## src/logic/loop_ctrl_pkg.sv

```systemverilog
package loop_ctrl_pkg;

   // ---------------------------------------------------------------
   // register offsets
   // ---------------------------------------------------------------
   localparam logic [9:0] OFS_LOOP_ENABLE_CTRL = 10'h191;
   localparam logic [9:0] OFS_LOOP_INTEGER_AND_UPDATE = 10'h192;
   localparam logic [9:0] OFS_LOOP_FRAC_NUMERATOR = 10'h193;
   localparam logic [9:0] OFS_LOOP_FRAC_DENOMINATOR = 10'h194;
   localparam logic [9:0] OFS_LOOP_DIVIDER_CTRL = 10'h195;
   localparam logic [9:0] OFS_LOOP_REFERENCE_SELECT = 10'h196;
   localparam logic [9:0] OFS_LOOP_GAIN_CTRL = 10'h199;
   localparam logic [9:0] OFS_SYNC_ENABLE_CTRL = 10'h1A1;
   localparam logic [9:0] OFS_SYNC_INTEGER = 10'h1A2;
   localparam logic [9:0] OFS_SYNC_FRAC_NUMERATOR = 10'h1A3;
   localparam logic [9:0] OFS_SYNC_FRAC_DENOMINATOR = 10'h1A4;
   localparam logic [9:0] OFS_SYNC_VCO_RATIO = 10'h1A5;
   localparam logic [9:0] OFS_SYNC_REFERENCE_SELECT = 10'h1A6;
   localparam logic [9:0] OFS_SYNC_GAIN_BANDWIDTH = 10'h1A7;

   // ---------------------------------------------------------------
   // field positions
   // ---------------------------------------------------------------
   localparam int POS_ENABLE = 0;
   localparam int POS_UPDATE = 15;
   localparam int POS_OSC_RATIO = 8;
   localparam int POS_OUT_DIV = 1;
   localparam int POS_PREDIV = 6;
   localparam int POS_REF_SEL = 0;
   localparam int POS_GAIN = 2;
   localparam int POS_BANDWIDTH = 0;

   // ---------------------------------------------------------------
   // reset values
   // ---------------------------------------------------------------
   localparam logic [9:0] RST_LOOP_INT = 10'h008;
   localparam logic [15:0] RST_LOOP_NUM = 16'h0018;
   localparam logic [15:0] RST_LOOP_DEN = 16'h007D;
   localparam logic [3:0] RST_LOOP_OSC_RATIO = 4'h0;
   localparam logic [2:0] RST_LOOP_OUT_DIV = 3'h6;
   localparam logic [1:0] RST_PREDIV = 2'h0;
   localparam logic [3:0] RST_REF_SEL = 4'h0;
   localparam logic [3:0] RST_GAIN = 4'h0;
   localparam logic [9:0] RST_SYNC_INT = 10'h000;
   localparam logic [15:0] RST_SYNC_FRAC = 16'h0000;
   localparam logic [2:0] RST_SYNC_OSC_RATIO = 3'h0;
   localparam logic RST_BANDWIDTH = 1'b1;

   // ---------------------------------------------------------------
   // carriers
   // ---------------------------------------------------------------
   typedef struct packed {
      logic enable;
      logic [9:0] int_mult;
      logic [15:0] frac_num;
      logic [15:0] frac_den;
      logic [4:0] osc_div;
      logic [2:0] out_div;
      logic out_div_valid;
      logic [3:0] prediv;
      logic [3:0] ref_select;
      logic ref_valid;
      logic [8:0] gain;
   } loop_cfg_t;

   typedef struct packed {
      logic enable;
      logic [9:0] int_mult;
      logic [15:0] frac_num;
      logic [15:0] frac_den;
      logic [4:0] osc_div;
      logic [3:0] prediv;
      logic [3:0] ref_select;
      logic ref_valid;
      logic [8:0] gain;
      logic narrow_bw;
   } sync_cfg_t;

   typedef enum logic [1:0] {
      ST_IDLE = 2'b01,
      ST_RUN = 2'b10
   } loop_state_t;

endpackage

```

## src/logic/second_freq_loop_ctrl_regs.sv

```systemverilog
`timescale 1ns/1ns
// Contract
// - writing one to update bit 15 commits pending multipliers, only while enabled.
// - integer multiplier bits 9:0, reset 008h, deferred while enabled until update.
// - fractional numerator 16 bits, reset 0018h, deferred while enabled until update.
// - fractional denominator 16 bits, reset 007Dh, sets fractional ratio with numerator.
// - oscillator divider bits 11:8 divides by code plus one.
// - output divider bits 3:1 divides by 2 to 7, codes 0 and 1 reserved, reset 110.
// - reference pre-divider bits 7:6 divides by 1, 2, 4 or 8.
// - reference source bits 3:0 picks pins, loops, bit clocks or frame clocks.
// - loop gain bits 5:2 is two to the code, 256 for codes 8 and up.
// - synchroniser integer multiplier bits 9:0, reset 000h.
// - synchroniser numerator and denominator 16 bits each, reset 0000h.
// - synchroniser oscillator divider bits 10:8: 1,2,4,8, top bit set gives 16.
// - synchroniser pre-divider bits 7:6 divides by 1, 2, 4 or 8.
// - synchroniser source same codes as main, but 1010 reserved.
// - synchroniser gain bits 5:2 is two to the code, 256 for 8 and up.
// - synchroniser bandwidth bit 0: zero wide, one narrow, reset one.
module second_freq_loop_ctrl_regs (
   // clock and reset
   input wire logic clk,
   input wire logic rst_n,
   input wire logic clk_en,
   // register port
   input wire logic [9:0] reg_addr,
   input wire logic [15:0] reg_wdata,
   input wire logic reg_wr,
   input wire logic reg_rd,
   output logic [15:0] reg_rdata,
   // decoded configuration
   output loop_ctrl_pkg::loop_cfg_t loop_cfg,
   output loop_ctrl_pkg::sync_cfg_t sync_cfg,
   output logic loop_running
);

   // ---------------------------------------------------------------
   // decode helpers
   // ---------------------------------------------------------------
   function automatic logic [8:0] gain_of(input logic [3:0] code);
      gain_of = code[3] ? 9'h100 : (9'h001 << code[2:0]);
   endfunction

   function automatic logic [3:0] prediv_of(input logic [1:0] code);
      prediv_of = 4'h1 << code;
   endfunction

   function automatic logic src_ok(input logic [3:0] code, input logic sync);
      case (code)
         4'h0, 4'h1, 4'h4, 4'h5, 4'h8, 4'h9, 4'hC, 4'hD, 4'hE: src_ok = 1'b1;
         4'hA: src_ok = !sync;
         default: src_ok = 1'b0;
      endcase
   endfunction

   // ---------------------------------------------------------------
   // register state
   // ---------------------------------------------------------------
   logic loop_en_q;
   logic [9:0] int_pend_q;
   logic [15:0] num_pend_q;
   logic [9:0] int_act_q;
   logic [15:0] num_act_q;
   logic [15:0] den_q;
   logic [3:0] osc_ratio_q;
   logic [2:0] out_div_q;
   logic [1:0] prediv_q;
   logic [3:0] ref_sel_q;
   logic [3:0] gain_q;
   logic sync_en_q;
   logic [9:0] sync_int_q;
   logic [15:0] sync_num_q;
   logic [15:0] sync_den_q;
   logic [2:0] sync_osc_q;
   logic [1:0] sync_prediv_q;
   logic [3:0] sync_ref_q;
   logic [3:0] sync_gain_q;
   logic sync_bw_q;
   logic [15:0] rdata_q;
   loop_ctrl_pkg::loop_state_t state_q;
   loop_ctrl_pkg::loop_state_t state_d;
   loop_ctrl_pkg::loop_cfg_t loop_cfg_q;
   loop_ctrl_pkg::sync_cfg_t sync_cfg_q;

   // ---------------------------------------------------------------
   // address decode
   // ---------------------------------------------------------------
   wire logic wr = reg_wr && clk_en;
   wire logic wr_en = wr && (reg_addr == loop_ctrl_pkg::OFS_LOOP_ENABLE_CTRL);
   wire logic wr_int = wr && (reg_addr == loop_ctrl_pkg::OFS_LOOP_INTEGER_AND_UPDATE);
   wire logic wr_num = wr && (reg_addr == loop_ctrl_pkg::OFS_LOOP_FRAC_NUMERATOR);
   wire logic wr_den = wr && (reg_addr == loop_ctrl_pkg::OFS_LOOP_FRAC_DENOMINATOR);
   wire logic wr_div = wr && (reg_addr == loop_ctrl_pkg::OFS_LOOP_DIVIDER_CTRL);
   wire logic wr_ref = wr && (reg_addr == loop_ctrl_pkg::OFS_LOOP_REFERENCE_SELECT);
   wire logic wr_gain = wr && (reg_addr == loop_ctrl_pkg::OFS_LOOP_GAIN_CTRL);
   wire logic wr_sen = wr && (reg_addr == loop_ctrl_pkg::OFS_SYNC_ENABLE_CTRL);
   wire logic wr_sint = wr && (reg_addr == loop_ctrl_pkg::OFS_SYNC_INTEGER);
   wire logic wr_snum = wr && (reg_addr == loop_ctrl_pkg::OFS_SYNC_FRAC_NUMERATOR);
   wire logic wr_sden = wr && (reg_addr == loop_ctrl_pkg::OFS_SYNC_FRAC_DENOMINATOR);
   wire logic wr_sosc = wr && (reg_addr == loop_ctrl_pkg::OFS_SYNC_VCO_RATIO);
   wire logic wr_sref = wr && (reg_addr == loop_ctrl_pkg::OFS_SYNC_REFERENCE_SELECT);
   wire logic wr_sgain = wr && (reg_addr == loop_ctrl_pkg::OFS_SYNC_GAIN_BANDWIDTH);

   // update strobe acts only while the loop is enabled
   wire logic upd = wr_int && reg_wdata[loop_ctrl_pkg::POS_UPDATE] && loop_en_q;
   // while the loop is disabled, pending values pass straight through
   wire logic int_direct = wr_int && !loop_en_q;
   wire logic num_direct = wr_num && !loop_en_q;

   // ---------------------------------------------------------------
   // read mux
   // ---------------------------------------------------------------
   logic [15:0] rmux;
   always_comb begin
      rmux = 16'h0000;
      case (reg_addr)
         loop_ctrl_pkg::OFS_LOOP_ENABLE_CTRL: rmux = {15'h0000, loop_en_q};
         loop_ctrl_pkg::OFS_LOOP_INTEGER_AND_UPDATE: rmux = {6'h00, int_pend_q};
         loop_ctrl_pkg::OFS_LOOP_FRAC_NUMERATOR: rmux = num_pend_q;
         loop_ctrl_pkg::OFS_LOOP_FRAC_DENOMINATOR: rmux = den_q;
         loop_ctrl_pkg::OFS_LOOP_DIVIDER_CTRL: rmux = {4'h0, osc_ratio_q, 4'h0, out_div_q, 1'b0};
         loop_ctrl_pkg::OFS_LOOP_REFERENCE_SELECT: rmux = {8'h00, prediv_q, 2'h0, ref_sel_q};
         loop_ctrl_pkg::OFS_LOOP_GAIN_CTRL: rmux = {10'h000, gain_q, 2'h0};
         loop_ctrl_pkg::OFS_SYNC_ENABLE_CTRL: rmux = {15'h0000, sync_en_q};
         loop_ctrl_pkg::OFS_SYNC_INTEGER: rmux = {6'h00, sync_int_q};
         loop_ctrl_pkg::OFS_SYNC_FRAC_NUMERATOR: rmux = sync_num_q;
         loop_ctrl_pkg::OFS_SYNC_FRAC_DENOMINATOR: rmux = sync_den_q;
         loop_ctrl_pkg::OFS_SYNC_VCO_RATIO: rmux = {5'h00, sync_osc_q, 8'h00};
         loop_ctrl_pkg::OFS_SYNC_REFERENCE_SELECT: rmux = {8'h00, sync_prediv_q, 2'h0, sync_ref_q};
         loop_ctrl_pkg::OFS_SYNC_GAIN_BANDWIDTH: rmux = {10'h000, sync_gain_q, 1'b0, sync_bw_q};
         default: rmux = 16'h0000;
      endcase
   end

   // ---------------------------------------------------------------
   // loop state
   // ---------------------------------------------------------------
   always_comb begin
      case (state_q)
         loop_ctrl_pkg::ST_IDLE: state_d = loop_en_q ? loop_ctrl_pkg::ST_RUN : loop_ctrl_pkg::ST_IDLE;
         loop_ctrl_pkg::ST_RUN: state_d = loop_en_q ? loop_ctrl_pkg::ST_RUN : loop_ctrl_pkg::ST_IDLE;
         default: state_d = loop_ctrl_pkg::ST_IDLE;
      endcase
   end

   // ---------------------------------------------------------------
   // main loop registers
   // ---------------------------------------------------------------
   always_ff @(posedge clk) begin
      if (!rst_n) begin
         loop_en_q <= 1'b0;
         int_pend_q <= loop_ctrl_pkg::RST_LOOP_INT;
         num_pend_q <= loop_ctrl_pkg::RST_LOOP_NUM;
         den_q <= loop_ctrl_pkg::RST_LOOP_DEN;
         osc_ratio_q <= loop_ctrl_pkg::RST_LOOP_OSC_RATIO;
         out_div_q <= loop_ctrl_pkg::RST_LOOP_OUT_DIV;
         prediv_q <= loop_ctrl_pkg::RST_PREDIV;
         ref_sel_q <= loop_ctrl_pkg::RST_REF_SEL;
         gain_q <= loop_ctrl_pkg::RST_GAIN;
         state_q <= loop_ctrl_pkg::ST_IDLE;
      end else if (clk_en) begin
         state_q <= state_d;
         if (wr_en) loop_en_q <= reg_wdata[loop_ctrl_pkg::POS_ENABLE];
         if (wr_int) int_pend_q <= reg_wdata[9:0];
         if (wr_num) num_pend_q <= reg_wdata;
         if (wr_den) den_q <= reg_wdata;
         if (wr_div) begin
            osc_ratio_q <= reg_wdata[loop_ctrl_pkg::POS_OSC_RATIO +: 4];
            out_div_q <= reg_wdata[loop_ctrl_pkg::POS_OUT_DIV +: 3];
         end
         if (wr_ref) begin
            prediv_q <= reg_wdata[loop_ctrl_pkg::POS_PREDIV +: 2];
            ref_sel_q <= reg_wdata[loop_ctrl_pkg::POS_REF_SEL +: 4];
         end
         if (wr_gain) gain_q <= reg_wdata[loop_ctrl_pkg::POS_GAIN +: 4];
      end
   end

   // active multipliers: follow writes while disabled, commit on update while enabled
   always_ff @(posedge clk) begin
      if (!rst_n) begin
         int_act_q <= loop_ctrl_pkg::RST_LOOP_INT;
         num_act_q <= loop_ctrl_pkg::RST_LOOP_NUM;
      end else if (clk_en) begin
         if (upd) begin
            int_act_q <= int_pend_q;
            num_act_q <= num_pend_q;
         end
         if (int_direct) int_act_q <= reg_wdata[9:0];
         if (num_direct) num_act_q <= reg_wdata;
      end
   end

   // ---------------------------------------------------------------
   // synchroniser registers
   // ---------------------------------------------------------------
   always_ff @(posedge clk) begin
      if (!rst_n) begin
         sync_en_q <= 1'b0;
         sync_int_q <= loop_ctrl_pkg::RST_SYNC_INT;
         sync_num_q <= loop_ctrl_pkg::RST_SYNC_FRAC;
         sync_den_q <= loop_ctrl_pkg::RST_SYNC_FRAC;
         sync_osc_q <= loop_ctrl_pkg::RST_SYNC_OSC_RATIO;
         sync_prediv_q <= loop_ctrl_pkg::RST_PREDIV;
         sync_ref_q <= loop_ctrl_pkg::RST_REF_SEL;
         sync_gain_q <= loop_ctrl_pkg::RST_GAIN;
         sync_bw_q <= loop_ctrl_pkg::RST_BANDWIDTH;
      end else if (clk_en) begin
         if (wr_sen) sync_en_q <= reg_wdata[loop_ctrl_pkg::POS_ENABLE];
         if (wr_sint) sync_int_q <= reg_wdata[9:0];
         if (wr_snum) sync_num_q <= reg_wdata;
         if (wr_sden) sync_den_q <= reg_wdata;
         if (wr_sosc) sync_osc_q <= reg_wdata[loop_ctrl_pkg::POS_OSC_RATIO +: 3];
         if (wr_sref) begin
            sync_prediv_q <= reg_wdata[loop_ctrl_pkg::POS_PREDIV +: 2];
            sync_ref_q <= reg_wdata[loop_ctrl_pkg::POS_REF_SEL +: 4];
         end
         if (wr_sgain) begin
            sync_gain_q <= reg_wdata[loop_ctrl_pkg::POS_GAIN +: 4];
            sync_bw_q <= reg_wdata[loop_ctrl_pkg::POS_BANDWIDTH];
         end
      end
   end

   // ---------------------------------------------------------------
   // decoded outputs and read data
   // ---------------------------------------------------------------
   loop_ctrl_pkg::loop_cfg_t loop_cfg_d;
   loop_ctrl_pkg::sync_cfg_t sync_cfg_d;
   always_comb begin
      loop_cfg_d.enable = loop_en_q;
      loop_cfg_d.int_mult = int_act_q;
      loop_cfg_d.frac_num = num_act_q;
      loop_cfg_d.frac_den = den_q;
      loop_cfg_d.osc_div = {1'b0, osc_ratio_q} + 5'h01;
      loop_cfg_d.out_div = out_div_q;
      loop_cfg_d.out_div_valid = (out_div_q[2:1] != 2'h0);
      loop_cfg_d.prediv = prediv_of(prediv_q);
      loop_cfg_d.ref_select = ref_sel_q;
      loop_cfg_d.ref_valid = src_ok(ref_sel_q, 1'b0);
      loop_cfg_d.gain = gain_of(gain_q);
      sync_cfg_d.enable = sync_en_q;
      sync_cfg_d.int_mult = sync_int_q;
      sync_cfg_d.frac_num = sync_num_q;
      sync_cfg_d.frac_den = sync_den_q;
      sync_cfg_d.osc_div = sync_osc_q[2] ? 5'h10 : (5'h01 << sync_osc_q[1:0]);
      sync_cfg_d.prediv = prediv_of(sync_prediv_q);
      sync_cfg_d.ref_select = sync_ref_q;
      sync_cfg_d.ref_valid = src_ok(sync_ref_q, 1'b1);
      sync_cfg_d.gain = gain_of(sync_gain_q);
      sync_cfg_d.narrow_bw = sync_bw_q;
   end

   always_ff @(posedge clk) begin
      if (!rst_n) begin
         loop_cfg_q <= '0;
         sync_cfg_q <= '0;
         rdata_q <= 16'h0000;
      end else if (clk_en) begin
         loop_cfg_q <= loop_cfg_d;
         sync_cfg_q <= sync_cfg_d;
         rdata_q <= reg_rd ? rmux : 16'h0000;
      end
   end

   assign reg_rdata = rdata_q;
   assign loop_cfg = loop_cfg_q;
   assign sync_cfg = sync_cfg_q;
   assign loop_running = state_q[1];
endmodule

```

## config.mk

```make
export PLATFORM = sky130hd
export DESIGN_NAME = second_freq_loop_ctrl_regs
export DESIGN_NICKNAME = d
export VERILOG_FILES = /design/src/logic/loop_ctrl_pkg.sv /design/src/logic/second_freq_loop_ctrl_regs.sv
export SDC_FILE = /design/constraint.sdc
export NUM_CORES = 1
export LEC_CHECK = 0
export ABC_AREA = 1
export BUFFER_PORTS_ARGS = -buffer_cell sky130_fd_sc_hd__clkbuf_2
export CORE_AREA = 2 2 196 198
export CTS_BUF_LIST = sky130_fd_sc_hd__clkbuf_2 sky130_fd_sc_hd__clkbuf_4 sky130_fd_sc_hd__clkbuf_8
export CTS_CLUSTER_SIZE = 25
export DETAILED_ROUTE_END_ITERATION = 8
export DIE_AREA = 0 0 198 200
export GPL_TIMING_DRIVEN = 0
export SKIP_CTS_REPAIR_TIMING = 1
export SLEW_MARGIN = 20
export SYNTH_ARGS = -nofsm -noshare
export SYNTH_HDL_FRONTEND = slang
export SYNTH_SLANG_ARGS = --single-unit
```

## constraint.sdc

```tcl
create_clock -name clk -period 4.5 [get_ports clk]
set_clock_uncertainty 0.2 [all_clocks]
set_input_delay 0.9 -clock clk [delete_from_list [all_inputs] [get_ports clk]]
set_output_delay 0.9 -clock clk [all_outputs]
set_load 0.03 [all_outputs]
```

* Word level (Yosys, flattened, before mapping)
Memories as Yosys holds them, arrays and structs flattened. A register that Yosys moved wholly into a read port is not among the register bits.
Index checks and enable logic that the tools add are counted.
** Operators by class
- Multipliers :: 0
- Equality and inequality tests :: 16
- Reduce and logical (&&, ||, !) cells :: 42
- Magnitude comparators :: 0
- Multiplexer cells :: 11
- $add $sub $neg :: 1
- Shifts and indexed selects :: 5
- Div/mod/pow operators :: 0
- Bitwise operators :: 0
** Operator list (number)
- one-hot mux 16 bit (14 select lines) :: 1
- equality test 10 x 9 -> 1 bit (second input constant) :: 14
- 2-to-1 mux 16 bit :: 3
- AND reduction 2 bit :: 16
- 2-to-1 mux 10 bit :: 2
- logical AND 1 bit :: 19
- 2-to-1 mux 9 bit :: 2
- left shift 1 x 3 -> 9 bit (first input constant) :: 2
- left shift 1 x 2 -> 4 bit (first input constant) :: 2
- nonzero test 2 bit :: 3
- adder 4 x 1 -> 5 bit (second input constant) :: 1
- 2-to-1 mux 5 bit :: 1
- left shift 1 x 2 -> 5 bit (first input constant) :: 1
- 2-to-1 mux 2 bit :: 2
- zero test 1 bit :: 3
- equality test 2 x 1 -> 1 bit (second input constant) :: 1
- equality test 2 bit (second input constant) :: 1
- OR reduction 2 bit :: 1
** Storage, ports and cells
- Latch bits :: 0
- Logic and storage cells :: 118
- Output and inout port bits :: 154
- Memories :: 2
- Bits in read-only memories :: 32
- Register bits after elaboration :: 296
- Memory bits (writable) :: 0
- Input port bits :: 31
** Memories
- (name not given) :: words 16, bits a word 1, rd ports 1, clocked after Yosys merged registers in 1, write ports 0, RTL line second_freq_loop_ctrl_regs.sv:48 : case (code)
- (name not given) :: words 16, bits a word 1, rd ports 1, clocked after Yosys merged registers in 1, write ports 0, RTL line second_freq_loop_ctrl_regs.sv:48

* Logic depth before layout (Yosys ltp)
- Word-level depth :: 6
- Mapped depth :: 12
- Mapped depth without buffers :: 12

* Worst setup path after synthesis
No wires, ideal clock.
- Path type :: input port to flip-flop
- Start point :: input port reg_addr[8]
- End point :: register num_act_q[11]
- Data required time :: 4187 ps
- Library setup time :: 113 ps
- Stages on the path :: 12
- Path slack :: 2124 ps
- Arrival time :: 2063 ps
- Buffers on the path :: 1
- Cells stage by stage :: inv_1 > nor2_4 > nand2_2 > nor2_8 > nand3_4 > clkinv_2 > nand4_4 > nand2_4 > inv_2 > buf_6 > o21ai_1 > nor2_1
** Between the ends
- Longest elaborated chain between the ends :: 6
- Elaborated cells between the ends (all ways) :: 10
- Those cells by class :: 2 x eq/ne; 1 x mux; 7 x reduce/logical
** Ends and longest elaborated chain
- start: declaration :: RTL line second_freq_loop_ctrl_regs.sv:25 : input wire logic [9:0] reg_addr,
- equality test 10 x 9 -> 1 bit :: RTL line second_freq_loop_ctrl_regs.sv:89 : wire logic wr_int = wr && (reg_addr == loop_ctrl_pkg::OFS_LOOP_INTEGER_AND_UPDATE);
- logical AND 1 bit :: RTL line second_freq_loop_ctrl_regs.sv:89
- logical AND 1 bit (2 in series) :: RTL line second_freq_loop_ctrl_regs.sv:104 : wire logic upd = wr_int && reg_wdata[loop_ctrl_pkg::POS_UPDATE] && loop_en_q;
- nonzero test 2 bit (no line)
- AND reduction 2 bit (no line)
- end signal: assignment :: RTL line second_freq_loop_ctrl_regs.sv:182 : num_act_q <= loop_ctrl_pkg::RST_LOOP_NUM;
- end signal: assignment :: RTL line second_freq_loop_ctrl_regs.sv:186 : num_act_q <= num_pend_q;
- end signal: assignment :: RTL line second_freq_loop_ctrl_regs.sv:189 : if (num_direct) num_act_q <= reg_wdata;
- end: declaration :: RTL line second_freq_loop_ctrl_regs.sv:62 : logic [15:0] num_act_q;
Parallel ways exist; a longest one is shown, timed or not.
A chain may end at the register's enable or synchronous reset.

* Final worst setup path
- Start point :: input port clk_en
- End point :: register sync_cfg_q, in the netlist sync_cfg[39]
** RTL lines
- start: declaration :: RTL line second_freq_loop_ctrl_regs.sv:23 : input wire logic clk_en,
- end signal: assignment :: RTL line second_freq_loop_ctrl_regs.sv:260 : sync_cfg_q <= sync_cfg_d;
- end: declaration :: RTL line second_freq_loop_ctrl_regs.sv:82 : loop_ctrl_pkg::sync_cfg_t sync_cfg_q;
No word-level cell between the ends.

==> flow_summary.toml <==
[status]
status = "finished, final reports clean"

[min_path]
hp-class = "flip-flop to flip-flop"
hold_depth = 2
hold_end = "sync_cfg[20]"
hp-start = "sync_cfg[20]"

[sta]
fin_crit_sh_pct = 57.9
setup_slack_ns = 1.90
layout_min_cycle_time_ns = 2.60
fmax_ghz = 0.384
hold_viol = 0
rsz0062_at_grt = "false"
setup_tns_ns = 0
whs_ns = 0.262
relSlewSlack_pct = 24.3
worst_slew_pin_slew_ns = 1.14
setup_violations = 0
slew_violations = 0

[global_routing]
grt_pass1_vias = 11200
grt_pass1_wl_mm = 70.4
grt_overflow = 0
grt_util_all_layers_pct = 24.3
antenna_found_initial = 2
grt_max_degree = 14

[layout]
fin_util_pct = 38.8
fill_cells = 4014
fin_nets = 1837
final_common_cell = "dfxtp_1"
syn_to_final_growth_pct = 22.8
num_antenna_cells = 0
design_area_mm2 = 0.0145
final_layout_size_suffix_gt1_share_pct = 17.8
layout.cells.most_common_list = "298 x dfxtp_1, 250 x o21ai_0, 207 x nand2_1"

[power]
power.leakage_nw = 6.11
ir_worst_vdd_mv = 0.195
power_density_mw_per_mm2 = 405

[critical_path]
path_cells = "buf_4 -> buf_2 -> clkbuf_1 -> clkbuf_1 -> a21oi_1"
slowest_stage = "clkbuf_1"
reg2reg_to = "num_act_q[12]"
crit_buf_inv = 4
crit_path_max_fanout = 10
reg2reg_from = "loop_en_q"
max_stage_delay_ns = 0.68
start_kind = "input pin"
critPathArrivalTime_ns = 2.84
timing.critical_path.to_type = "flip-flop"
cp.required_ns = 4.74
worstSetupPathType = "input pin to flip-flop"
regToRegSetupSlack_ns = 2.45
crit_top_cell = "clkbuf_1"
crit_family = "buffers and inverters"
reg2reg_depth = 7

[yosys]
synth-compound-area-share_pct = 21.7
yosysWarnings = 0
synth.distinct_cells = 35
ys_seq_elements = 298
synthesis.area_mm2 = 0.0118
yosysSeqAreaShare_pct = 50.4
synthAdderAreaFrac_pct = 0.106
syn_nets = 1603
synth_top_family_by_area = "compound AO/OA/AOI/OAI gates"
synthMuxAreaShare_pct = 0
synth-simple-area-share_pct = 19.8
synth_xor_xnor_area_share_pct = 0.0741
synthCells = 1571
avgSynthCellArea_um2 = 7.53

[routing]
antenna_left = 0
num_vias = 11900
drt_iter0_drc = 1020
wire_per_inst_um = 20.6
drt_first_pass_iters = 5
drc = 0
via_per_inst = 5.05
finalWirelength_mm = 48.6

[floorplan]
die_h_um = 200
fp-row-count = 71
die_area_mm2 = 0.0396
die_width_um = 198
core_mm2 = 0.0374
num_io_pins = 185
start_util_pct = 31.6

[run]
drv_cap = 0

[placement]
place_ws_ns = 1.31
dpl_cell_area_mm2 = 0.0134
gp_congestion = 0.957
io_buffers = 182
place_hpwl_mm = 37.3

[clocking]
clkTransAtPathRegs_ns = 0.06
clk_path_buf_depth = 3
clock-root-buffer = "clkbuf_8"
cts_tree = "built"
cts_inserted_buffers = 50
insertion_delay_ns = 0.60
cts_sinks = 298
htreeDepth = 2
## area by class of cell
| type | instances | area, um^2 | area share (%) |
|---|---|---|---|
| Buffer | 104 | 453 | 3.12 |
| Clock buffer | 81 | 1010 | 6.94 |
| Clock inverter | 11 | 139 | 0.956 |
| Inverter | 126 | 474 | 3.26 |
| Multi-Input combinational cell | 1043 | 4930 | 34.0 |
| Sequential cell | 298 | 5970 | 41.1 |
| Tap cell | 511 | 639 | 4.40 |
| Timing Repair Buffer | 182 | 911 | 6.27 |
## metrics by stage
stage                     std cells  power (W)
after global routing           2356    0.00608
after global placement         2264    0.00323
after floorplan                1571    0.00304
final                          2356    0.00589
after CTS                      2356    0.00592
after detailed placement       2264    0.00323
## logic make-up (layout without fill, tap and decap cells)
group | count (synthesis) | in the layout
flip-flops | 298 | 298
adder cells (fa/ha/maj) | 1 | 1
buffers and inverters | 230 | 504
AND/OR/NAND/NOR | 542 | 542
XOR/XNOR | 1 | 1
AO/OA/AOI/OAI | 499 | 499
## layer usage
metal | track usage [%] | vias up | share of wire [%]
li1 | - | 5729 | -
met3 | 5.28 | 65 | 8.2
met4 | 7.71 | 4 | 2.5
met5 | 0 | - | 0.056
met1 | 32.7 | 5614 | 44
met2 | 38.8 | 483 | 45
## synthesized netlist by cell type, drive strengths merged
| library cell | instances | area (um^2) |
|---|---|---|
| clkinv | 2 | 8.75 |
| nor4 | 1 | 6.26 |
| a211oi | 2 | 15.0 |
| dfxtp | 298 | 5970 |
| ha | 1 | 12.5 |
| nand3 | 106 | 543 |
| o21ai | 268 | 1350 |
| nor3 | 4 | 20.0 |
| o311a | 1 | 10.0 |
| xor2 | 1 | 8.76 |
| a22oi | 4 | 30.0 |
| inv | 124 | 465 |
| a32oi | 1 | 8.76 |
| nor2 | 205 | 846 |
| a31oi | 11 | 68.8 |
| nand4 | 13 | 96.3 |
| buf | 34 | 190 |
| nand2 | 213 | 830 |
| a21oi | 199 | 996 |
| o211ai | 13 | 97.6 |
| clkbuf | 70 | 263 |
## worst min-delay path: stages, from the launching register on
cell,delay (ns)
dfxtp_1,0.31
nand2_1,0.06
a21oi_1,0.05
## how the worst max path moves through the flow
stage	to	start	depth (start not counted)	slack (ns)
after floorplan	num_act_q[11]	reg_addr[8]	12	2.12
after detailed placement	reg_rdata[6]	reg_addr[8]	11	1.31
final	sync_cfg[39]	clk_en	5	1.90
after CTS	reg_rdata[6]	reg_addr[8]	11	1.92
after global placement	reg_rdata[6]	reg_addr[8]	11	1.27
after global routing	den_q[14]	reg_addr[3]	10	1.76
## power by group
group	leakage, nW	total [W]	switching [W]	internal [W]
Clock	0.605	0.00271	0.00112	0.00159
Combinational	3.08	0.000454	0.000354	0.0000996
Sequential	2.42	0.00272	0.0000291	0.00269
## sequential cells by signal, indices dropped and copies added (netlist names), 3 cells and up
name / count
sync_int_q: 10
reg_rdata: 16
den_q: 16
sync_gain_q: 4
sync_cfg: 67
sync_den_q: 16
num_pend_q: 16
gain_q: 4
ref_sel_q: 4
sync_ref_q: 4
out_div_q: 3
num_act_q: 16
sync_num_q: 16
int_act_q: 10
sync_osc_q: 3
loop_cfg: 70
osc_ratio_q: 4
int_pend_q: 10
No activity file was read; power rests on OpenSTA's default activity.
